==> config.mk <==
export PLATFORM = sky130hd
export DESIGN_NAME = dtpm_timers
export DESIGN_NICKNAME = d
export VERILOG_FILES = /design/src/hdl/dtpm_pkg.sv /design/src/hdl/dtpm_timers.sv
export SDC_FILE = /design/constraint.sdc
export NUM_CORES = 1
export LEC_CHECK = 0
export BUFFER_PORTS_ARGS = -buffer_cell sky130_fd_sc_hd__buf_4
export CORE_MARGIN = 2
export CORE_UTILIZATION = 45
export DETAILED_ROUTE_END_ITERATION = 10
export GPL_ROUTABILITY_DRIVEN = 1
export GPL_TIMING_DRIVEN = 0
export SYNTH_ARGS = -nofsm -noshare
export SYNTH_HDL_FRONTEND = slang
export SYNTH_SLANG_ARGS = --single-unit
==> constraint.sdc <==
create_clock -name clk -period 2.2 [get_ports clk]
set_input_delay 0.11 -clock clk [delete_from_list [all_inputs] [get_ports clk]]
set_output_delay 0.11 -clock clk [all_outputs]
set_load 0.005 [all_outputs]
==> src/hdl/dtpm_pkg.sv <==
// constants shared by the dual timer block
package dtpm_pkg;
    // special-function register addresses
    localparam logic [7:0] ADDR_RUN_FLAG = 8'h88;
    localparam logic [7:0] ADDR_MODE = 8'h89;
    localparam logic [7:0] ADDR_T0_LOW = 8'h8A;
    localparam logic [7:0] ADDR_T1_LOW = 8'h8B;
    localparam logic [7:0] ADDR_T0_HIGH = 8'h8C;
    localparam logic [7:0] ADDR_T1_HIGH = 8'h8D;
    localparam logic [7:0] ADDR_CLK_SEL = 8'h8E;
    // values after reset
    localparam logic [7:0] RESET_BYTE = 8'h00;
    // clock select register fields
    localparam int CKS_DIV_LSB = 0;
    localparam int CKS_T0_SYS = 2;
    localparam int CKS_T1_SYS = 3;
    localparam int CKS_T2_LOW = 4;
    localparam int CKS_T2_HIGH = 5;
    localparam int CKS_T3_LOW = 6;
    localparam int CKS_T3_HIGH = 7;
    // run/flag register fields
    localparam int RF_T0_RUN = 4;
    localparam int RF_T0_FLAG = 5;
    localparam int RF_T1_RUN = 6;
    localparam int RF_T1_FLAG = 7;
    // mode register fields
    localparam int MD_T0_LSB = 0;
    localparam int MD_T0_CT = 2;
    localparam int MD_T0_GATE = 3;
    localparam int MD_T1_LSB = 4;
    localparam int MD_T1_CT = 6;
    localparam int MD_T1_GATE = 7;
    // prescaler choice codes and terminal counts (divisor minus one)
    localparam logic [1:0] DIV_BY_12 = 2'h0;
    localparam logic [1:0] DIV_BY_4 = 2'h1;
    localparam logic [1:0] DIV_BY_48 = 2'h2;
    localparam logic [1:0] DIV_EXT_8 = 2'h3;
    localparam logic [5:0] LAST_12 = 6'h0B;
    localparam logic [5:0] LAST_4 = 6'h03;
    localparam logic [5:0] LAST_48 = 6'h2F;
    localparam logic [2:0] LAST_EXT = 3'h7;
    // timer modes
    localparam logic [1:0] MODE_13BIT = 2'h0;
    localparam logic [1:0] MODE_16BIT = 2'h1;
    localparam logic [1:0] MODE_RELOAD = 2'h2;
    localparam logic [1:0] MODE_SPLIT = 2'h3;
endpackage : dtpm_pkg

==> src/hdl/dtpm_timers.sv <==
// timer 0/1 counters, shared prescaler and clock-select register
// Operation
// - prescaler divides by 12, 4, 48, ext/8
// - clock pick chooses sysclk or prescaler ticks
// - timer 2 byte clock picks at bits 5,4
// - timer 3 byte clock picks at bits 7,6
// - counter mode counts falling pin edges
// - count only when run and gate allow
// - mode 0 is high byte plus five bits
// - mode 0 wrap sets overflow flag
// - run bit never clears the count
// - mode 1 is full sixteen bit count
// - mode 2 reloads low from high on wrap
// - split low byte uses timer 0 controls
// - split high byte: internal clock, timer1 run/flag
// - split: timer 1 no edges, no flag
// - timer 1 overflow pulse stays available
// - split: timer 1 runs unless mode 3
// - timer 1 mirrors timer 0 with own controls
// - interrupt request needs its enable bit
// - each timer has independent settings
// - mode codes: 13bit, 16bit, reload, split
// - flag set by hardware, cleared by software/vector
`timescale 1ns/1ns
module dtpm_timers (
    // clock and reset
    input wire logic clk,
    input wire logic reset_n,
    // special-function register port
    input wire logic [7:0] sfr_addr,
    input wire logic sfr_wr,
    input wire logic sfr_rd,
    input wire logic [7:0] sfr_wdata,
    output logic [7:0] sfr_rdata,
    // pins
    input wire logic count_pin_zero,
    input wire logic count_pin_one,
    input wire logic gate_input_zero,
    input wire logic gate_input_one,
    input wire logic ext_clock,
    // settings held in interrupt logic
    input wire logic gate_zero_polarity,
    input wire logic gate_one_polarity,
    input wire logic timer0_irq_enable,
    input wire logic timer1_irq_enable,
    input wire logic timer0_vector_ack,
    input wire logic timer1_vector_ack,
    // results
    output logic timer0_irq_req,
    output logic timer1_irq_req,
    output logic timer1_overflow_pulse,
    output logic timer2_high_clock_pick,
    output logic timer2_low_clock_pick,
    output logic timer3_high_clock_pick,
    output logic timer3_low_clock_pick
);
    typedef struct packed {
        logic [7:0] timer_clock_select;
        logic [7:0] timer_run_flag_reg;
        logic [7:0] timer_mode_reg;
        logic [7:0] timer0_low_byte;
        logic [7:0] timer0_high_byte;
        logic [7:0] timer1_low_byte;
        logic [7:0] timer1_high_byte;
        logic [5:0] presc_cnt;
        logic [2:0] ext_cnt;
        logic presc_tick;
        logic [2:0] pin0_sync;
        logic [2:0] pin1_sync;
        logic [2:0] ext_sync;
        logic [1:0] timer0_gate_enable_sync;
        logic [1:0] timer1_gate_enable_sync;
        logic [7:0] rdata;
        logic irq0;
        logic irq1;
        logic t1_ovf;
    } dtpm_state_t;

    dtpm_state_t s;
    dtpm_state_t next_s;

    // one count step for modes 0..2; mode 3 of a whole timer holds
    function automatic logic [16:0] dtpm_step(input logic [1:0] mode,
                                             input logic [7:0] lo,
                                             input logic [7:0] hi);
        logic [12:0] v13;
        logic [15:0] v16;
        logic [7:0] v8;
        v13 = {hi, lo[4:0]} + 13'h0001;
        v16 = {hi, lo} + 16'h0001;
        v8 = lo + 8'h01;
        case (mode)
            dtpm_pkg::MODE_13BIT: begin
                // upper low-byte bits are left alone; not part of count
                dtpm_step = {&{hi, lo[4:0]}, v13[12:5], lo[7:5], v13[4:0]};
            end
            dtpm_pkg::MODE_16BIT: begin
                dtpm_step = {&{hi, lo}, v16};
            end
            dtpm_pkg::MODE_RELOAD: begin
                dtpm_step = (&lo) ? {1'b1, hi, hi} : {1'b0, hi, v8};
            end
            default: begin
                dtpm_step = {1'b0, hi, lo};
            end
        endcase
    endfunction : dtpm_step

    // decoded controls and ticks, visible to checks
    logic [1:0] div_choice;
    logic [1:0] mode0;
    logic [1:0] mode1;
    logic split;
    logic edge0;
    logic edge1;
    logic ext_rise;
    logic run0;
    logic run1;
    logic tick0;
    logic tick1;
    logic high_tick;
    logic ovf0;
    logic ovf_high;
    logic ovf1;
    logic [16:0] step0;
    logic [16:0] step1;

    assign div_choice = s.timer_clock_select[dtpm_pkg::CKS_DIV_LSB +: 2];
    assign mode0 = s.timer_mode_reg[dtpm_pkg::MD_T0_LSB +: 2];
    assign mode1 = s.timer_mode_reg[dtpm_pkg::MD_T1_LSB +: 2];
    assign split = mode0 == dtpm_pkg::MODE_SPLIT;
    // edge detectors look only at the second and third stages
    assign edge0 = s.pin0_sync[2] & ~s.pin0_sync[1];
    assign edge1 = s.pin1_sync[2] & ~s.pin1_sync[1];
    assign ext_rise = s.ext_sync[1] & ~s.ext_sync[2];
    assign run0 = s.timer_run_flag_reg[dtpm_pkg::RF_T0_RUN]
        & (~s.timer_mode_reg[dtpm_pkg::MD_T0_GATE]
        | (s.timer0_gate_enable_sync[1] == gate_zero_polarity));
    // in split mode timer 1 is started and stopped by its mode field
    assign run1 = split ? (mode1 != dtpm_pkg::MODE_SPLIT)
        : s.timer_run_flag_reg[dtpm_pkg::RF_T1_RUN]
        & (~s.timer_mode_reg[dtpm_pkg::MD_T1_GATE]
        | (s.timer1_gate_enable_sync[1] == gate_one_polarity));
    assign tick0 = s.timer_mode_reg[dtpm_pkg::MD_T0_CT] ? edge0
        : (s.timer_clock_select[dtpm_pkg::CKS_T0_SYS]
        | s.presc_tick);
    assign tick1 = (s.timer_mode_reg[dtpm_pkg::MD_T1_CT] & ~split)
        ? edge1
        : (s.timer_clock_select[dtpm_pkg::CKS_T1_SYS] | s.presc_tick);
    assign high_tick = s.timer_clock_select[dtpm_pkg::CKS_T0_SYS]
        | s.presc_tick;
    assign step0 = dtpm_step(mode0, s.timer0_low_byte,
                             s.timer0_high_byte);
    assign step1 = dtpm_step(mode1, s.timer1_low_byte,
                             s.timer1_high_byte);
    assign ovf0 = run0 & tick0 & (split ? (&s.timer0_low_byte) : step0[16]);
    assign ovf_high = split & s.timer_run_flag_reg[dtpm_pkg::RF_T1_RUN]
        & high_tick & (&s.timer0_high_byte);
    assign ovf1 = run1 & tick1 & step1[16];

    always_comb begin
        logic [5:0] last;
        logic flag0;
        logic flag1;
        last = dtpm_pkg::LAST_12;
        flag0 = s.timer_run_flag_reg[dtpm_pkg::RF_T0_FLAG];
        flag1 = s.timer_run_flag_reg[dtpm_pkg::RF_T1_FLAG];
        next_s = s;
        next_s.pin0_sync = {s.pin0_sync[1:0], count_pin_zero};
        next_s.pin1_sync = {s.pin1_sync[1:0], count_pin_one};
        next_s.ext_sync = {s.ext_sync[1:0], ext_clock};
        next_s.timer0_gate_enable_sync = {s.timer0_gate_enable_sync[0], gate_input_zero};
        next_s.timer1_gate_enable_sync = {s.timer1_gate_enable_sync[0], gate_input_one};
        // prescaler, one-cycle tick out
        case (div_choice)
            dtpm_pkg::DIV_BY_4: begin
                last = dtpm_pkg::LAST_4;
            end
            dtpm_pkg::DIV_BY_48: begin
                last = dtpm_pkg::LAST_48;
            end
            default: begin
                last = dtpm_pkg::LAST_12;
            end
        endcase
        next_s.presc_tick = 1'b0;
        if (div_choice == dtpm_pkg::DIV_EXT_8) begin
            next_s.presc_cnt = 6'h00;
            if (ext_rise) begin
                next_s.ext_cnt = s.ext_cnt + 3'h1;
                next_s.presc_tick = s.ext_cnt == dtpm_pkg::LAST_EXT;
            end
        end else if (s.presc_cnt >= last) begin
            // a smaller divisor chosen mid-count restarts at once
            next_s.presc_cnt = 6'h00;
            next_s.presc_tick = 1'b1;
        end else begin
            next_s.presc_cnt = s.presc_cnt + 6'h01;
        end
        // timer 0, or its low byte in split mode
        if (run0 & tick0) begin
            if (split) begin
                next_s.timer0_low_byte = s.timer0_low_byte + 8'h01;
            end else begin
                next_s.timer0_low_byte = step0[7:0];
                next_s.timer0_high_byte = step0[15:8];
            end
        end
        if (split & s.timer_run_flag_reg[dtpm_pkg::RF_T1_RUN] & high_tick)
        begin
            next_s.timer0_high_byte = s.timer0_high_byte + 8'h01;
        end
        if (run1 & tick1) begin
            next_s.timer1_low_byte = step1[7:0];
            next_s.timer1_high_byte = step1[15:8];
        end
        next_s.t1_ovf = ovf1;
        // flags: vector or software clears, hardware set wins
        if (timer0_vector_ack) begin
            flag0 = 1'b0;
        end
        if (timer1_vector_ack) begin
            flag1 = 1'b0;
        end
        if (sfr_wr) begin
            case (sfr_addr)
                dtpm_pkg::ADDR_CLK_SEL: begin
                    next_s.timer_clock_select = sfr_wdata;
                end
                dtpm_pkg::ADDR_RUN_FLAG: begin
                    next_s.timer_run_flag_reg = sfr_wdata;
                    flag0 = sfr_wdata[dtpm_pkg::RF_T0_FLAG];
                    flag1 = sfr_wdata[dtpm_pkg::RF_T1_FLAG];
                end
                dtpm_pkg::ADDR_MODE: next_s.timer_mode_reg = sfr_wdata;
                dtpm_pkg::ADDR_T0_LOW: next_s.timer0_low_byte = sfr_wdata;
                dtpm_pkg::ADDR_T0_HIGH: next_s.timer0_high_byte = sfr_wdata;
                dtpm_pkg::ADDR_T1_LOW: next_s.timer1_low_byte = sfr_wdata;
                dtpm_pkg::ADDR_T1_HIGH: next_s.timer1_high_byte = sfr_wdata;
                default: ;
            endcase
        end
        if (ovf0) begin
            flag0 = 1'b1;
        end
        if (split ? ovf_high : ovf1) begin
            flag1 = 1'b1;
        end
        next_s.timer_run_flag_reg[dtpm_pkg::RF_T0_FLAG] = flag0;
        next_s.timer_run_flag_reg[dtpm_pkg::RF_T1_FLAG] = flag1;
        next_s.irq0 = s.timer_run_flag_reg[dtpm_pkg::RF_T0_FLAG]
            & timer0_irq_enable;
        next_s.irq1 = s.timer_run_flag_reg[dtpm_pkg::RF_T1_FLAG]
            & timer1_irq_enable;
        // read data is registered; unmapped addresses read zero
        next_s.rdata = 8'h00;
        if (sfr_rd) begin
            case (sfr_addr)
                dtpm_pkg::ADDR_CLK_SEL: next_s.rdata = s.timer_clock_select;
                dtpm_pkg::ADDR_RUN_FLAG: next_s.rdata = s.timer_run_flag_reg;
                dtpm_pkg::ADDR_MODE: next_s.rdata = s.timer_mode_reg;
                dtpm_pkg::ADDR_T0_LOW: next_s.rdata = s.timer0_low_byte;
                dtpm_pkg::ADDR_T0_HIGH: next_s.rdata = s.timer0_high_byte;
                dtpm_pkg::ADDR_T1_LOW: next_s.rdata = s.timer1_low_byte;
                dtpm_pkg::ADDR_T1_HIGH: next_s.rdata = s.timer1_high_byte;
                default: next_s.rdata = 8'h00;
            endcase
        end
    end

    always_ff @(posedge clk or negedge reset_n) begin
        if (!reset_n) begin
            s <= '0;
        end else begin
            s <= next_s;
        end
    end

    assign sfr_rdata = s.rdata;
    assign timer0_irq_req = s.irq0;
    assign timer1_irq_req = s.irq1;
    assign timer1_overflow_pulse = s.t1_ovf;
    assign timer2_high_clock_pick = s.timer_clock_select[dtpm_pkg::CKS_T2_HIGH];
    assign timer2_low_clock_pick = s.timer_clock_select[dtpm_pkg::CKS_T2_LOW];
    assign timer3_high_clock_pick = s.timer_clock_select[dtpm_pkg::CKS_T3_HIGH];
    assign timer3_low_clock_pick = s.timer_clock_select[dtpm_pkg::CKS_T3_LOW];
endmodule : dtpm_timers

==> results.md <==
* Share of total power in the clock network at 35.6%
* Remaining DRCs at 0
* Clock-pin transition on the worst setup and hold timing paths at 0.07 ns
* Crit Path Category: flop to flop
* M2 GR Usage at 38.4%
* Register area at 2250 µm²
* Int Pwr at 3.07 mW
* CP Cell Sequence: ha_1 > nand4_1 > nor2_2 > nand2_1 > a21oi_1 > o21ai_1 > o221ai_1
* Initial antenna violation count at 0
* Yosys top cell area share at 42.6%
* Clock skew at 0.00442 ns
* Largest stage delay on the critical path at 0.44 ns
* Largest net degree at the start of global routing at 91
* H-tree lvl count at 3
* Post-synth EDFFs at 0
* Relative slew slack at 25.3%
* Hpwl dp at 11,100 µm
* Worst Tran Pin Value at 1.12 ns
* WL final at 15,400 µm
* Synth area leader: dfrtp_1
* #FFs+latches synth at 90
* Power Total at 4.41 mW
* I/O Buffers at 43
* CTS tree: done
* Async set or reset register ratio after synthesis at 100%
* Clk buf depth at 2
* RSZ-0062 raised after global routing: yes
* GR Layer Usage met1 at 36.2%
* Multi-input logic area at 2840 µm²
* Clk_lat worst skew at 0.35 ns
* Core box area at 11,500 µm²
* CP max-delay cell: dfrtp_1
* Hold Vio Cnt, Final at 30
* GRT Total Usage at 25.0%
* Yosys warning count at 0
* Synthesized instance count at 556
* FP Rows at 39
* Post-synth design cell area at 5290 µm²
* Num CTS Buffers at 9
* Most instantiated library cell after synthesis: dfrtp_1
* Number of global-route vias before repair at 4,311
* Fin Setup TNS at 0 ns
* Worst Setup SP: s[42]
* WHS at -0.0461 ns
* Die Ht at 112 µm
* Final slew viol count at 0
* Diode count at 0
* Global route total overflow at 0
* Failing checks: negative hold slack
* Reg-to-Reg Start: s[42]
* I/O pin cnt at 46
* Critical Path Fanout Max at 5
* Vias at 4,566
* Net Count, Synth at 598
* Final nets at 661
* CTS Root Cell: clkbuf_16
* Synth cell types at 68
* Crit path launch type: flop
* Initial core utilization at 46.1%
* Worst Path Required at 2.46 ns
* Area Overhead vs Synth at 17.5%
* Share of layout cells above drive strength 1 at 17.6%
* Worst VDD drop at 0.446 mV
* Sequential share of power at 45.5%
* Fill cells at 1,034
* Status: finished, violations left
* Sw Share at 30.4%
* Global-route wire length before repair at 24,100 µm
* Fin crit share at 95.9%
* NetSw at 1.34 mW
* TritonCTS Sinks at 90
* WL per Instance at 20.0 µm
* Pwr dens at 710 nW/µm²
* Hold Crit Class: input port to asynchronous set/reset pin
* DRT iter0 DRCs at 366
* Busiest grt layer: met2
* Max_cap viols at 0
* Routed Antenna Nets at 0
* Ys flop type: dfrtp_1
* Syn avg cell area at 9.51 µm²
* Grt met3 use at 4.16%
* Fmax at 0.474 GHz
* Ranking of synthesized cells by area: dfrtp_1, mux2_1, nand2_1
* Post-synthesis sequential area ratio at 42.6%
* Post-synth top cells: dfrtp_1, nand2_1, nor2_1
* Placer Congestion at 0.920
* Combinational fraction of design power at 18.9%
* Period minus WS final at 2.11 ns
* DR vias/cell at 5.95
* Leak Pwr at 2.80 nW
* Die Span X at 112 µm
* Critical path endpoint category: flop
* First-pass DRT Iterations at 6
* Worst Path Arrival at 2.37 ns
* Die area at 12,600 µm²
* Final number of setup-violating endpoints at 0
critical path, delay by kind of cell, from the launching register on:
kind | cells | cell delay [ns]
AND/OR/NAND/NOR | 3 | 0.68
AO/OA/AOI/OAI | 3 | 0.62
flip-flops | 1 | 0.44
adder cells (fa/ha/maj) | 1 | 0.27
logic make-up (layout without fill, tap and decap cells):
family	after synthesis	count (layout)	synth area share [%]
AND/OR/NAND/NOR	210	210	20.9
AO/OA/AOI/OAI	133	133	16.7
flip-flops	90	90	42.6
buffers and inverters	51	119	4.42
multiplexers	39	39	9.18
XOR/XNOR	22	22	3.64
adder cells (fa/ha/maj)	11	11	2.60
path summary, 6_finish.rpt:
| kind | cells past startpoint | end | slack (ns) |
|---|---|---|---|
| max | 7 | s[81] | 0.09 |
| min | 1 | s[65] | -0.05 |
| max reg2reg | 7 | s[81] | 0.09 |
| min reg2reg | 0 | s[12] | 0.35 |
| max in group asynchronous | 1 | s[59] | 1.45 |
| min in group clk | 2 | s[60] | 0.05 |
cells in the final DEF, fill, tap and decap left out, types with 8 or more instances in the layout:
| master | count |
|---|---|
| mux2i_1 | 8 |
| nand3_1 | 26 |
| clkbuf_1 | 19 |
| buf_2 | 10 |
| buf_4 | 54 |
| mux2_1 | 23 |
| xor2_1 | 10 |
| nor3_1 | 9 |
| nand4_1 | 11 |
| clkbuf_16 | 9 |
| ha_1 | 10 |
| dfrtp_1 | 88 |
| xnor2_1 | 12 |
| nor2b_1 | 10 |
| o21ai_0 | 14 |
| nor2_1 | 46 |
| and3_1 | 20 |
| o21ai_1 | 25 |
| inv_1 | 9 |
| a21oi_1 | 34 |
| nand2_1 | 47 |
| and2_1 | 12 |
through the flow:
| stage | worst slack (ns) | std cells | area, µm² | util [%] |
|---|---|---|---|---|
| after CTS | 0.00238 | 765 | 6160 | 53.7 |
| after global placement | 0.0293 | 742 | 5790 | 50.5 |
| final | 0.0892 | 767 | 6210 | 54.2 |
| after floorplan | 0.299 | 556 | 5290 | - |
| after global routing | -0.0772 | 767 | 6210 | 54.2 |
| after detailed placement | 0.0511 | 742 | 5790 | 50.5 |
power by group through the flow:
stage | Combinational [mW] | Clock [mW] | Sequential, mW
2_1_floorplan | 0.570 | 0 | 1.96
3_3_place_gp | 0.788 | 0 | 2.02
3_5_place_dp | 0.804 | 0 | 2.03
4_1_cts | 0.821 | 1.60 | 2.00
5_1_grt | 0.941 | 1.68 | 2.03
6_report | 0.834 | 1.57 | 2.01
registers in the layout, indices dropped and copies added (netlist names), 2 cells and up:
name,count
next_s,8
mode0,2
s,61
div_choice,2
mode1,2
sfr_rdata,8
final cells by class:
class / instances / area share (%)
repair buffers: 53 / 6.68
inverters: 12 / 0.725
flip-flops and latches: 90 / 36.3
well taps: 143 / 2.88
multi-input cells: 415 / 45.7
clock inverters: 6 / 1.07
clock buffers: 10 / 3.68
plain buffers: 38 / 3.00
timing repair:
item,CTS,global route
setup endpoints to repair,0,17
gates resized for setup,0,11
buffers inserted,0,3
hold buffers,7,0
endpoints found under the hold margin,7,0
metal layers:
metal,vias to the layer above,wire length [µm]
met1,2200,7080
met4,0,309
met3,25,1040
li1,2159,-
met5,-,0
met2,182,6930
Power figures use the tool's default switching activity.
